File: src/logic/gauge_pkg.sv
package gauge_pkg;
    localparam int ADDR_W = 8;
    localparam int DATA_W = 16;
    localparam int CAP_W = 16;

    localparam logic [7:0] OFF_CONFIG = 8'h00;
    localparam logic [7:0] OFF_CONFIG_B = 8'h04;
    localparam logic [7:0] OFF_LOW_THRESH = 8'h08;
    localparam logic [7:0] OFF_SLEEP_THRESH = 8'h0c;
    localparam logic [7:0] OFF_CONTROL = 8'h10;
    localparam logic [7:0] OFF_STATUS = 8'h14;
    localparam logic [7:0] OFF_CAPACITY = 8'h18;

    localparam int CFG_LOW_POL = 0;
    localparam int CFG_GOOD_POL = 1;
    localparam int CFG_TEMP_SRC = 2;
    localparam int CFG_SLEEP_EN = 3;
    localparam int CFG_SLEEP_PLUS_EN = 4;
    localparam int CFGB_GND_SEL = 0;
    localparam int CTRL_HIBERNATE = 0;
    localparam int STAT_LOW_CHARGE = 0;
    localparam int STAT_OCV_GOOD = 1;
    localparam int STAT_BAT_DET = 2;
    localparam int STAT_MODE_LSB = 8;

    localparam logic [4:0] CONFIG_RESET = 5'h0c;
    localparam logic CONFIG_B_RESET = 1'b0;
    localparam logic [15:0] LOW_THRESH_RESET = 16'h0096;
    localparam logic [15:0] SLEEP_THRESH_RESET = 16'h000a;

    localparam longint CLK_PERIOD_NS = 10;
    localparam longint NORMAL_MEAS_PERIOD_MS = 1000;
    localparam longint SLEEP_MEAS_PERIOD_MS = 20000;
    localparam longint NORMAL_MEAS_CYCLES = NORMAL_MEAS_PERIOD_MS * 1000000 / CLK_PERIOD_NS;
    localparam longint SLEEP_MEAS_CYCLES = SLEEP_MEAS_PERIOD_MS * 1000000 / CLK_PERIOD_NS;

    typedef enum logic [7:0] {
        ST_INSERT_WAIT = 8'h01,
        ST_CMD_SERVICE = 8'h02,
        ST_OCV_MEASURE = 8'h04,
        ST_PROFILE_SEL = 8'h08,
        ST_NORMAL = 8'h10,
        ST_SLEEP = 8'h20,
        ST_SLEEP_PLUS = 8'h40,
        ST_HIBERNATE = 8'h80
    } power_mode_t;
endpackage : gauge_pkg

File: src/logic/capacity_flag.sv
`timescale 1ns/10ps
module capacity_flag
    import gauge_pkg::*;
(
    input wire logic ref_clk_in,
    input wire logic reset_in,
    input wire logic [CAP_W-1:0] capacity_in,
    input wire logic [CAP_W-1:0] threshold_in,
    output logic flag_out
);
    logic next_flag;

    // Equal to the threshold keeps the old state, which gives one count of hysteresis.
    always_comb
    begin
        next_flag = flag_out;
        if (capacity_in < threshold_in)
            next_flag = 1'b1;
        else if (capacity_in > threshold_in)
            next_flag = 1'b0;
    end

    always_ff @(posedge ref_clk_in or posedge reset_in)
    begin
        if (reset_in)
            flag_out <= 1'b0;
        else
            flag_out <= next_flag;
    end
endmodule : capacity_flag

File: src/logic/gauge_power_status.sv
// Contract
// - Set low-charge flag when compensated remaining capacity falls below threshold.
// - Clear low-charge flag once remaining capacity rises above threshold.
// - Low-battery pin continuously follows the low-charge flag.
// - Low-battery polarity bit inverts the low-battery pin level.
// - After insertion, battery-good stays negated until open-circuit reading is valid.
// - Assert battery-good as soon as the open-circuit reading completes.
// - Battery-good polarity bit selects the battery-good active level.
// - Thermistor input is the default; on-chip sensor only when select bit clear.
// - Ground-select bit picks converter ground for temperature measurement.
// - Five power modes; normal mode fully powered and runs any task.
// - Sleep-plus keeps both low and high frequency oscillators running.
// - Sleep stops high frequency oscillator yet still measures periodically.
// - Hibernate is very low power, woken by communication or pin activity.
// - No battery: halt in insertion wait; on insertion measure, assert good, select profile.
// - In insertion wait, wake for a host command then return halted.
// - Normal is the default; measures, refreshes data and decides mode changes.
// - Enter sleep only with sleep enable set and average current below threshold.
// - Leave sleep when current exceeds threshold or wake current is sensed.
//
// Our own choices: the placing of the registers and strobed register access.
`timescale 1ns/10ps
module gauge_power_status
    import gauge_pkg::*;
#(
    parameter logic [31:0] NORMAL_MEAS_PERIOD = 32'(NORMAL_MEAS_CYCLES),
    parameter logic [31:0] SLEEP_MEAS_PERIOD = 32'(SLEEP_MEAS_CYCLES)
)
(
    input wire logic ref_clk_in,
    input wire logic reset_in,
    input wire logic [ADDR_W-1:0] addr_in,
    input wire logic [DATA_W-1:0] wr_data_in,
    input wire logic wr_strobe_in,
    input wire logic rd_strobe_in,
    output logic [DATA_W-1:0] rd_data_out,
    input wire logic [CAP_W-1:0] compensated_remaining_capacity_in,
    input wire logic signed [CAP_W-1:0] average_current_value_in,
    input wire logic battery_present_in,
    input wire logic open_circuit_voltage_done_in,
    input wire logic profile_done_in,
    input wire logic host_cmd_in,
    input wire logic host_cmd_done_in,
    input wire logic wake_current_in,
    input wire logic comm_wake_in,
    input wire logic pin_wake_in,
    output logic low_battery_out,
    output logic battery_good_out,
    output logic temp_onchip_sel_out,
    output logic adc_ground_sel_out,
    output logic hf_osc_en_out,
    output logic lf_osc_en_out,
    output logic cpu_run_out,
    output logic measure_req_out,
    output logic ocv_start_out,
    output logic profile_start_out,
    output logic [7:0] mode_out
);
    logic [4:0] config_bits;
    logic gnd_select;
    logic [CAP_W-1:0] low_charge_threshold;
    logic [CAP_W-1:0] sleep_threshold;
    logic hibernate_req;
    logic [4:0] next_config_bits;
    logic next_gnd_select;
    logic [CAP_W-1:0] next_low_charge_threshold;
    logic [CAP_W-1:0] next_sleep_threshold;
    logic next_hibernate_req;
    logic [DATA_W-1:0] next_rd_data;

    power_mode_t mode;
    power_mode_t next_mode;
    logic ocv_good;
    logic next_ocv_good;
    logic low_charge_flag;
    logic meas_tick;
    logic timer_restart;
    logic [31:0] meas_period;
    logic sleep_qualified;
    logic next_low_battery;
    logic next_battery_good;
    logic next_temp_onchip;
    logic next_adc_ground;
    logic next_hf_osc;
    logic next_lf_osc;
    logic next_cpu_run;
    logic next_measure_req;
    logic next_ocv_start;
    logic next_profile_start;

    capacity_flag u_low_charge
    (
        .ref_clk_in(ref_clk_in),
        .reset_in(reset_in),
        .capacity_in(compensated_remaining_capacity_in),
        .threshold_in(low_charge_threshold),
        .flag_out(low_charge_flag)
    );

    period_timer u_meas_timer
    (
        .ref_clk_in(ref_clk_in),
        .reset_in(reset_in),
        .restart_in(timer_restart),
        .period_in(meas_period),
        .tick_out(meas_tick)
    );

    // Register file. A read answers in the next cycle; unmapped reads return zero.
    always_comb
    begin
        next_config_bits = config_bits;
        next_gnd_select = gnd_select;
        next_low_charge_threshold = low_charge_threshold;
        next_sleep_threshold = sleep_threshold;
        next_hibernate_req = hibernate_req;
        next_rd_data = '0;
        if (wr_strobe_in)
        begin
            case (addr_in)
                OFF_CONFIG: next_config_bits = wr_data_in[4:0];
                OFF_CONFIG_B: next_gnd_select = wr_data_in[CFGB_GND_SEL];
                OFF_LOW_THRESH: next_low_charge_threshold = wr_data_in;
                OFF_SLEEP_THRESH: next_sleep_threshold = wr_data_in;
                OFF_CONTROL: next_hibernate_req = wr_data_in[CTRL_HIBERNATE];
                default: next_hibernate_req = hibernate_req;
            endcase
        end
        // The request is consumed by entry into hibernate, so one write gives one entry.
        if (mode == ST_HIBERNATE)
            next_hibernate_req = 1'b0;
        if (rd_strobe_in)
        begin
            case (addr_in)
                OFF_CONFIG: next_rd_data = {11'h0, config_bits};
                OFF_CONFIG_B: next_rd_data = {15'h0, gnd_select};
                OFF_LOW_THRESH: next_rd_data = low_charge_threshold;
                OFF_SLEEP_THRESH: next_rd_data = sleep_threshold;
                OFF_CONTROL: next_rd_data = {15'h0, hibernate_req};
                OFF_STATUS: next_rd_data = {mode, 5'h0, battery_present_in, ocv_good, low_charge_flag};
                OFF_CAPACITY: next_rd_data = compensated_remaining_capacity_in;
                default: next_rd_data = '0;
            endcase
        end
    end

    always_ff @(posedge ref_clk_in or posedge reset_in)
    begin
        if (reset_in)
        begin
            config_bits <= CONFIG_RESET;
            gnd_select <= CONFIG_B_RESET;
            low_charge_threshold <= LOW_THRESH_RESET;
            sleep_threshold <= SLEEP_THRESH_RESET;
            hibernate_req <= 1'b0;
            rd_data_out <= '0;
        end
        else
        begin
            config_bits <= next_config_bits;
            gnd_select <= next_gnd_select;
            low_charge_threshold <= next_low_charge_threshold;
            sleep_threshold <= next_sleep_threshold;
            hibernate_req <= next_hibernate_req;
            rd_data_out <= next_rd_data;
        end
    end

    assign sleep_qualified = config_bits[CFG_SLEEP_EN]
        && (average_current_value_in < $signed(sleep_threshold));

    // Power mode sequencing.
    always_comb
    begin
        next_mode = mode;
        next_ocv_good = ocv_good;
        case (mode)
            ST_INSERT_WAIT:
            begin
                if (battery_present_in)
                    next_mode = ST_OCV_MEASURE;
                else if (host_cmd_in)
                    next_mode = ST_CMD_SERVICE;
            end
            ST_CMD_SERVICE:
            begin
                if (host_cmd_done_in)
                    next_mode = ST_INSERT_WAIT;
            end
            ST_OCV_MEASURE:
            begin
                if (open_circuit_voltage_done_in)
                begin
                    next_ocv_good = 1'b1;
                    next_mode = ST_PROFILE_SEL;
                end
            end
            ST_PROFILE_SEL:
            begin
                if (profile_done_in)
                    next_mode = ST_NORMAL;
            end
            ST_NORMAL:
            begin
                if (hibernate_req)
                    next_mode = ST_HIBERNATE;
                else if (sleep_qualified)
                    next_mode = config_bits[CFG_SLEEP_PLUS_EN] ? ST_SLEEP_PLUS : ST_SLEEP;
            end
            ST_SLEEP, ST_SLEEP_PLUS:
            begin
                if (average_current_value_in > $signed(sleep_threshold) || wake_current_in)
                    next_mode = ST_NORMAL;
            end
            ST_HIBERNATE:
            begin
                if (comm_wake_in || pin_wake_in)
                    next_mode = ST_NORMAL;
            end
            default: next_mode = ST_INSERT_WAIT;
        endcase
        if (!battery_present_in && mode != ST_INSERT_WAIT && mode != ST_CMD_SERVICE)
        begin
            next_mode = ST_INSERT_WAIT;
            next_ocv_good = 1'b0;
        end
    end

    always_ff @(posedge ref_clk_in or posedge reset_in)
    begin
        if (reset_in)
        begin
            mode <= ST_INSERT_WAIT;
            ocv_good <= 1'b0;
        end
        else
        begin
            mode <= next_mode;
            ocv_good <= next_ocv_good;
        end
    end

    // The timer restarts on every mode change so the first sample follows a full period.
    assign timer_restart = (next_mode != mode);
    assign meas_period = (mode == ST_NORMAL) ? NORMAL_MEAS_PERIOD : SLEEP_MEAS_PERIOD;

    // Pin and control outputs, all registered; mode, oscillator, run and good outputs from next-state values.
    always_comb
    begin
        next_low_battery = low_charge_flag ^ config_bits[CFG_LOW_POL];
        next_battery_good = next_ocv_good ^ config_bits[CFG_GOOD_POL];
        next_temp_onchip = !config_bits[CFG_TEMP_SRC];
        next_adc_ground = gnd_select;
        next_cpu_run = (next_mode == ST_NORMAL) || (next_mode == ST_CMD_SERVICE)
            || (next_mode == ST_OCV_MEASURE) || (next_mode == ST_PROFILE_SEL);
        next_hf_osc = next_cpu_run || (next_mode == ST_SLEEP_PLUS);
        next_lf_osc = (next_mode != ST_HIBERNATE);
        next_measure_req = meas_tick && !timer_restart
            && (mode == ST_NORMAL || mode == ST_SLEEP || mode == ST_SLEEP_PLUS);
        next_ocv_start = (next_mode == ST_OCV_MEASURE) && (mode != ST_OCV_MEASURE);
        next_profile_start = (next_mode == ST_PROFILE_SEL) && (mode != ST_PROFILE_SEL);
    end

    always_ff @(posedge ref_clk_in or posedge reset_in)
    begin
        if (reset_in)
        begin
            low_battery_out <= 1'b0;
            battery_good_out <= 1'b0;
            temp_onchip_sel_out <= 1'b0;
            adc_ground_sel_out <= 1'b0;
            hf_osc_en_out <= 1'b0;
            lf_osc_en_out <= 1'b1;
            cpu_run_out <= 1'b0;
            measure_req_out <= 1'b0;
            ocv_start_out <= 1'b0;
            profile_start_out <= 1'b0;
            mode_out <= ST_INSERT_WAIT;
        end
        else
        begin
            low_battery_out <= next_low_battery;
            battery_good_out <= next_battery_good;
            temp_onchip_sel_out <= next_temp_onchip;
            adc_ground_sel_out <= next_adc_ground;
            hf_osc_en_out <= next_hf_osc;
            lf_osc_en_out <= next_lf_osc;
            cpu_run_out <= next_cpu_run;
            measure_req_out <= next_measure_req;
            ocv_start_out <= next_ocv_start;
            profile_start_out <= next_profile_start;
            mode_out <= next_mode;
        end
    end
endmodule : gauge_power_status

File: src/logic/period_timer.sv
`timescale 1ns/10ps
module period_timer
(
    input wire logic ref_clk_in,
    input wire logic reset_in,
    input wire logic restart_in,
    input wire logic [31:0] period_in,
    output logic tick_out
);
    logic [31:0] count;
    logic [31:0] next_count;
    logic next_tick;

    always_comb
    begin
        next_count = count + 32'h1;
        next_tick = 1'b0;
        if (restart_in)
            next_count = 32'h0;
        else if (count >= period_in - 32'h1)
        begin
            next_count = 32'h0;
            next_tick = 1'b1;
        end
    end

    always_ff @(posedge ref_clk_in or posedge reset_in)
    begin
        if (reset_in)
        begin
            count <= 32'h0;
            tick_out <= 1'b0;
        end
        else
        begin
            count <= next_count;
            tick_out <= next_tick;
        end
    end
endmodule : period_timer
File: config.mk
export PLATFORM = sky130hd
export DESIGN_NAME = gauge_power_status
export DESIGN_NICKNAME = d
export VERILOG_FILES = /design/src/logic/gauge_pkg.sv /design/src/logic/capacity_flag.sv /design/src/logic/gauge_power_status.sv /design/src/logic/period_timer.sv
export SDC_FILE = /design/constraint.sdc
export NUM_CORES = 1
export LEC_CHECK = 0
export ABC_AREA = 1
export BUFFER_PORTS_ARGS = -buffer_cell sky130_fd_sc_hd__buf_4
export CORE_AREA = 2 2 96 190
export DETAILED_ROUTE_END_ITERATION = 8
export DIE_AREA = 0 0 98 192
export SLEW_MARGIN = 20
export SYNTH_ARGS = -nofsm -noshare
export SYNTH_HDL_FRONTEND = slang
export SYNTH_SLANG_ARGS = --single-unit
File: constraint.sdc
create_clock -name ref_clk_in -period 4.2 [get_ports ref_clk_in]
set_input_delay 0.21 -clock ref_clk_in [delete_from_list [all_inputs] [get_ports ref_clk_in]]
set_output_delay 0.21 -clock ref_clk_in [all_outputs]
set_load 0.01 [all_outputs]
==> metrics list <==
- Outcome: finished clean
* Worst rel slew slack: 0.444
- Pin count of the biggest net entering global routing: 62
- For this run, the total global-route usage over all layers was measured as 0.220.
- The min-delay analysis places its worst path in the category input pin to flop.
* Final worst clock skew: 0.0127 ns
- The number of antenna violations at the first check in global routing is 0.
- Area of the mapped netlist: 0.00682 mm^2
* Post-detailed-placement cell area: 0.00784 mm^2
* Final Cell Area: 0.00813 mm^2
- Aggregate routed wire length: 19900 um
* Count of state elements after synthesis: 108
* Worst Path Arrival: 3.52 ns
* Root Buffer: clkbuf_16
* Antenna Diode Count: 0
- Residual DRC: 0
- Post-CTS setup repair buffer count: 0
- The first global-routing pass estimated 31600 um of wire.
- The final-report max-slew violation count was 0.
- Pwr/cell area: 365 mW/mm^2
- 102 I/O pins were placed.
* End-of-flow core utilization: 0.471
- In the post-synthesis netlist, the biggest area contributors are dfrtp_1, nand2_1, ha_1.
- Critical path startpoint category: flop
- Setup repair after global routing left no endpoint under its margin.
* Tmin final: 3.23 ns
* Synthesized area per cell: 8.01 um^2
- Yosys mapped the design onto 48 distinct sky130hd cell types.
- Setup WS post-layout: 0.967 ns
* Leakage Power: 3.84 nW
- The detailed router finished its first iteration with 205 violations.
- The synthesized design spends more area on one cell type than any other, namely dfrtp_1.
- The clock tree synthesis step divided the H-tree into 3 levels.
* Warnings, synthesis: 0
- Sum of net half-perimeters after detailed placement: 16100 um
- Timing-limited maximum frequency: 0.309 GHz
- Critical path type: flop to flop
* Layout overhead on the synthesized area: 19.3%
* Most used cells in the layout excluding fill and tap cells: nand2_1, inv_1, buf_4
- The floorplan has 68 rows.
* Number of max-cap violations: 0
* Detail-routed net length per standard cell: 16.9 um
- For the worst setup path, the data required time is 4.49 ns.
* Share of Yosys cell area claimed by the top area cell type: 0.360
- Clock edge transition at the registers on the reported setup and hold paths: 0.08 ns
* Critical path capture point type: flop
- Dividing the final minimum period by the clock period gives 0.770.
- The count of buffers added on input and output ports is 101.
- DIE AREA: 0.0188 mm^2
- Fraction of final layout cells sized beyond drive strength 1: 0.205
* Synthesized net count: 963
- No sink is reached through more buffers than the 2 on the longest clock path.
- Number of enable-type register cells in the synthesized netlist: 0
* Setup TNS: 0 ns
- Number of global-route vias before repair: 6132
- Setup violations remaining at the end of the flow were counted as 0.
* Remaining global-route overflow: 0
* Total design power: 2.97 mW
- TritonCTS created 9 clock buffers.
- Avg Vias per Cell: 5.15
- The routed layout has 6062 vias.
- Measured along the x axis, the die boundary spans 98 um.
* Remaining antenna violation count: 0
* CTS tree: yes
- Async S/R FF share, synth: 1.00
* Final net count: 1073
- Prior to clock tree synthesis, the placed netlist has a worst setup slack of 0.939 ns.
- IR analysis of the VDD net gives a maximum drop of 0.282 mV.
- Core Region: 0.0173 mm^2
- Drt pass-1 iters: 5
- Sink count of the clock tree: 108
* Commonest non-fill, non-tap cell in the layout: nand2_1
- The share of the Yosys chip area taken by registers is 0.398.
* Flip-flop cell with the highest count after synthesis: dfrtp_1
- Final number of hold-violating endpoints: 0
- Source-to-sink clock delay at the later pin of the worst-skew pair: 0.36 ns
* Synth Instances: 851
- Routability-driven placement congestion ratio: 0.940
- Starting Density: 0.395
- The floorplan step set the die height to 192 um.
* Critical path fanouts, max: 15
* Slew of the pin with the lowest slew margin: 0.835 ns
## layout make-up
type,count,area [um^2]
clock buffers,11,243
clock inverters,5,37.5
fillers,1740,9140
inverters,148,558
multi-input cells,581,3450
flip-flops and latches,108,2720
well taps,210,263
repair buffers,113,863
## kinds of logic after synthesis
logic type | synth area share
buf+inv | 0.0963
flops | 0.398
compound gates | 0.115
fa+ha+maj | 0.0807
simple gates | 0.297
xor+xnor | 0.0128
## path summary, 6_finish.rpt
path                       cells past startpoint  slack, ns                endpoint           startpoint
max                                           17       0.97  u_meas_timer.count[31]  sleep_threshold[15]
min                                            3       0.08          rd_data_out[7]         rd_strobe_in
max reg2reg                                   17       0.97  u_meas_timer.count[31]  sleep_threshold[15]
min reg2reg                                    0       0.45      adc_ground_sel_out           gnd_select
max in group asynchronous                      4       2.94   u_meas_timer.count[8]             reset_in
min in group asynchronous                      3       0.27             cpu_run_out             reset_in
## routing by layer
metal	share of wire	track usage	routed length, um
met1	0.33	0.211	6540
met2	0.59	0.443	11700
met3	0.038	0.0244	763
met4	0.046	0.116	908
met5	0	0	0
## sequential cells by signal (all words and copies together) (netlist names), 5 cells and up
signal and cells:
rd_data_out 16, config_bits 5, u_meas_timer.count 32, low_charge_threshold 16, mode_out 8, sleep_threshold 16
## worst max-delay path, cell delays in order (launching register included)
cell and delay, ns:
dfrtp_1 0.38, inv_1 0.05, ha_1 0.39, nand2_1 0.12, nor3_1 0.42, nand2_1 0.16
nand2_1 0.11, nand2_1 0.07, nand3_1 0.09, nand3_1 0.12, nand3_1 0.12, nand2_1 0.07
nand2_1 0.07, nand2_1 0.05, nor2_1 0.17, nand3_4 0.35, buf_4 0.34, nor2_1 0.09
## synthesized netlist by cell type (2+ instances only)
cell	n
a211oi_1	4
a21oi_1	24
a221oi_1	10
a311oi_1	2
a31oi_1	4
buf_12	3
clkbuf_1	11
dfrtp_1	98
dfstp_2	10
ha_1	44
inv_1	142
inv_2	6
nand2_1	194
nand3_1	42
nand3_4	2
nand3b_1	3
nand4_1	20
nor2_1	66
nor2_2	2
nor2_4	31
nor3_1	17
nor3_4	2
nor4_1	7
nor4_2	2
o2111ai_1	2
o211ai_1	3
o21ai_0	52
o21ai_1	7
o21bai_1	2
o221ai_1	3
o22ai_1	2
o31ai_1	4
or2_2	7
xnor2_1	2
xor2_1	8
## power by group
part           internal (mW)  switching [mW]
clock network          0.421           0.405
logic                  0.303           0.674
registers               1.11          0.0622
total                   1.83            1.14
## metrics by stage
stage	std cells	hold WS, ns
after floorplan	851	0.314
after global placement	1159	0.0763
after detailed placement	1159	0.0776
final	1176	0.0836
after global routing	1176	0.0822
after CTS	1176	0.0746
## repair_timing
action / in CTS / in global routing
resized for setup: 0 / 0
hold buffers: 1 / 0
hold endpoints to repair: 2 / 0
endpoints found under the setup margin: 0 / 0
Note: power is estimated with default switching activity, not from simulation.
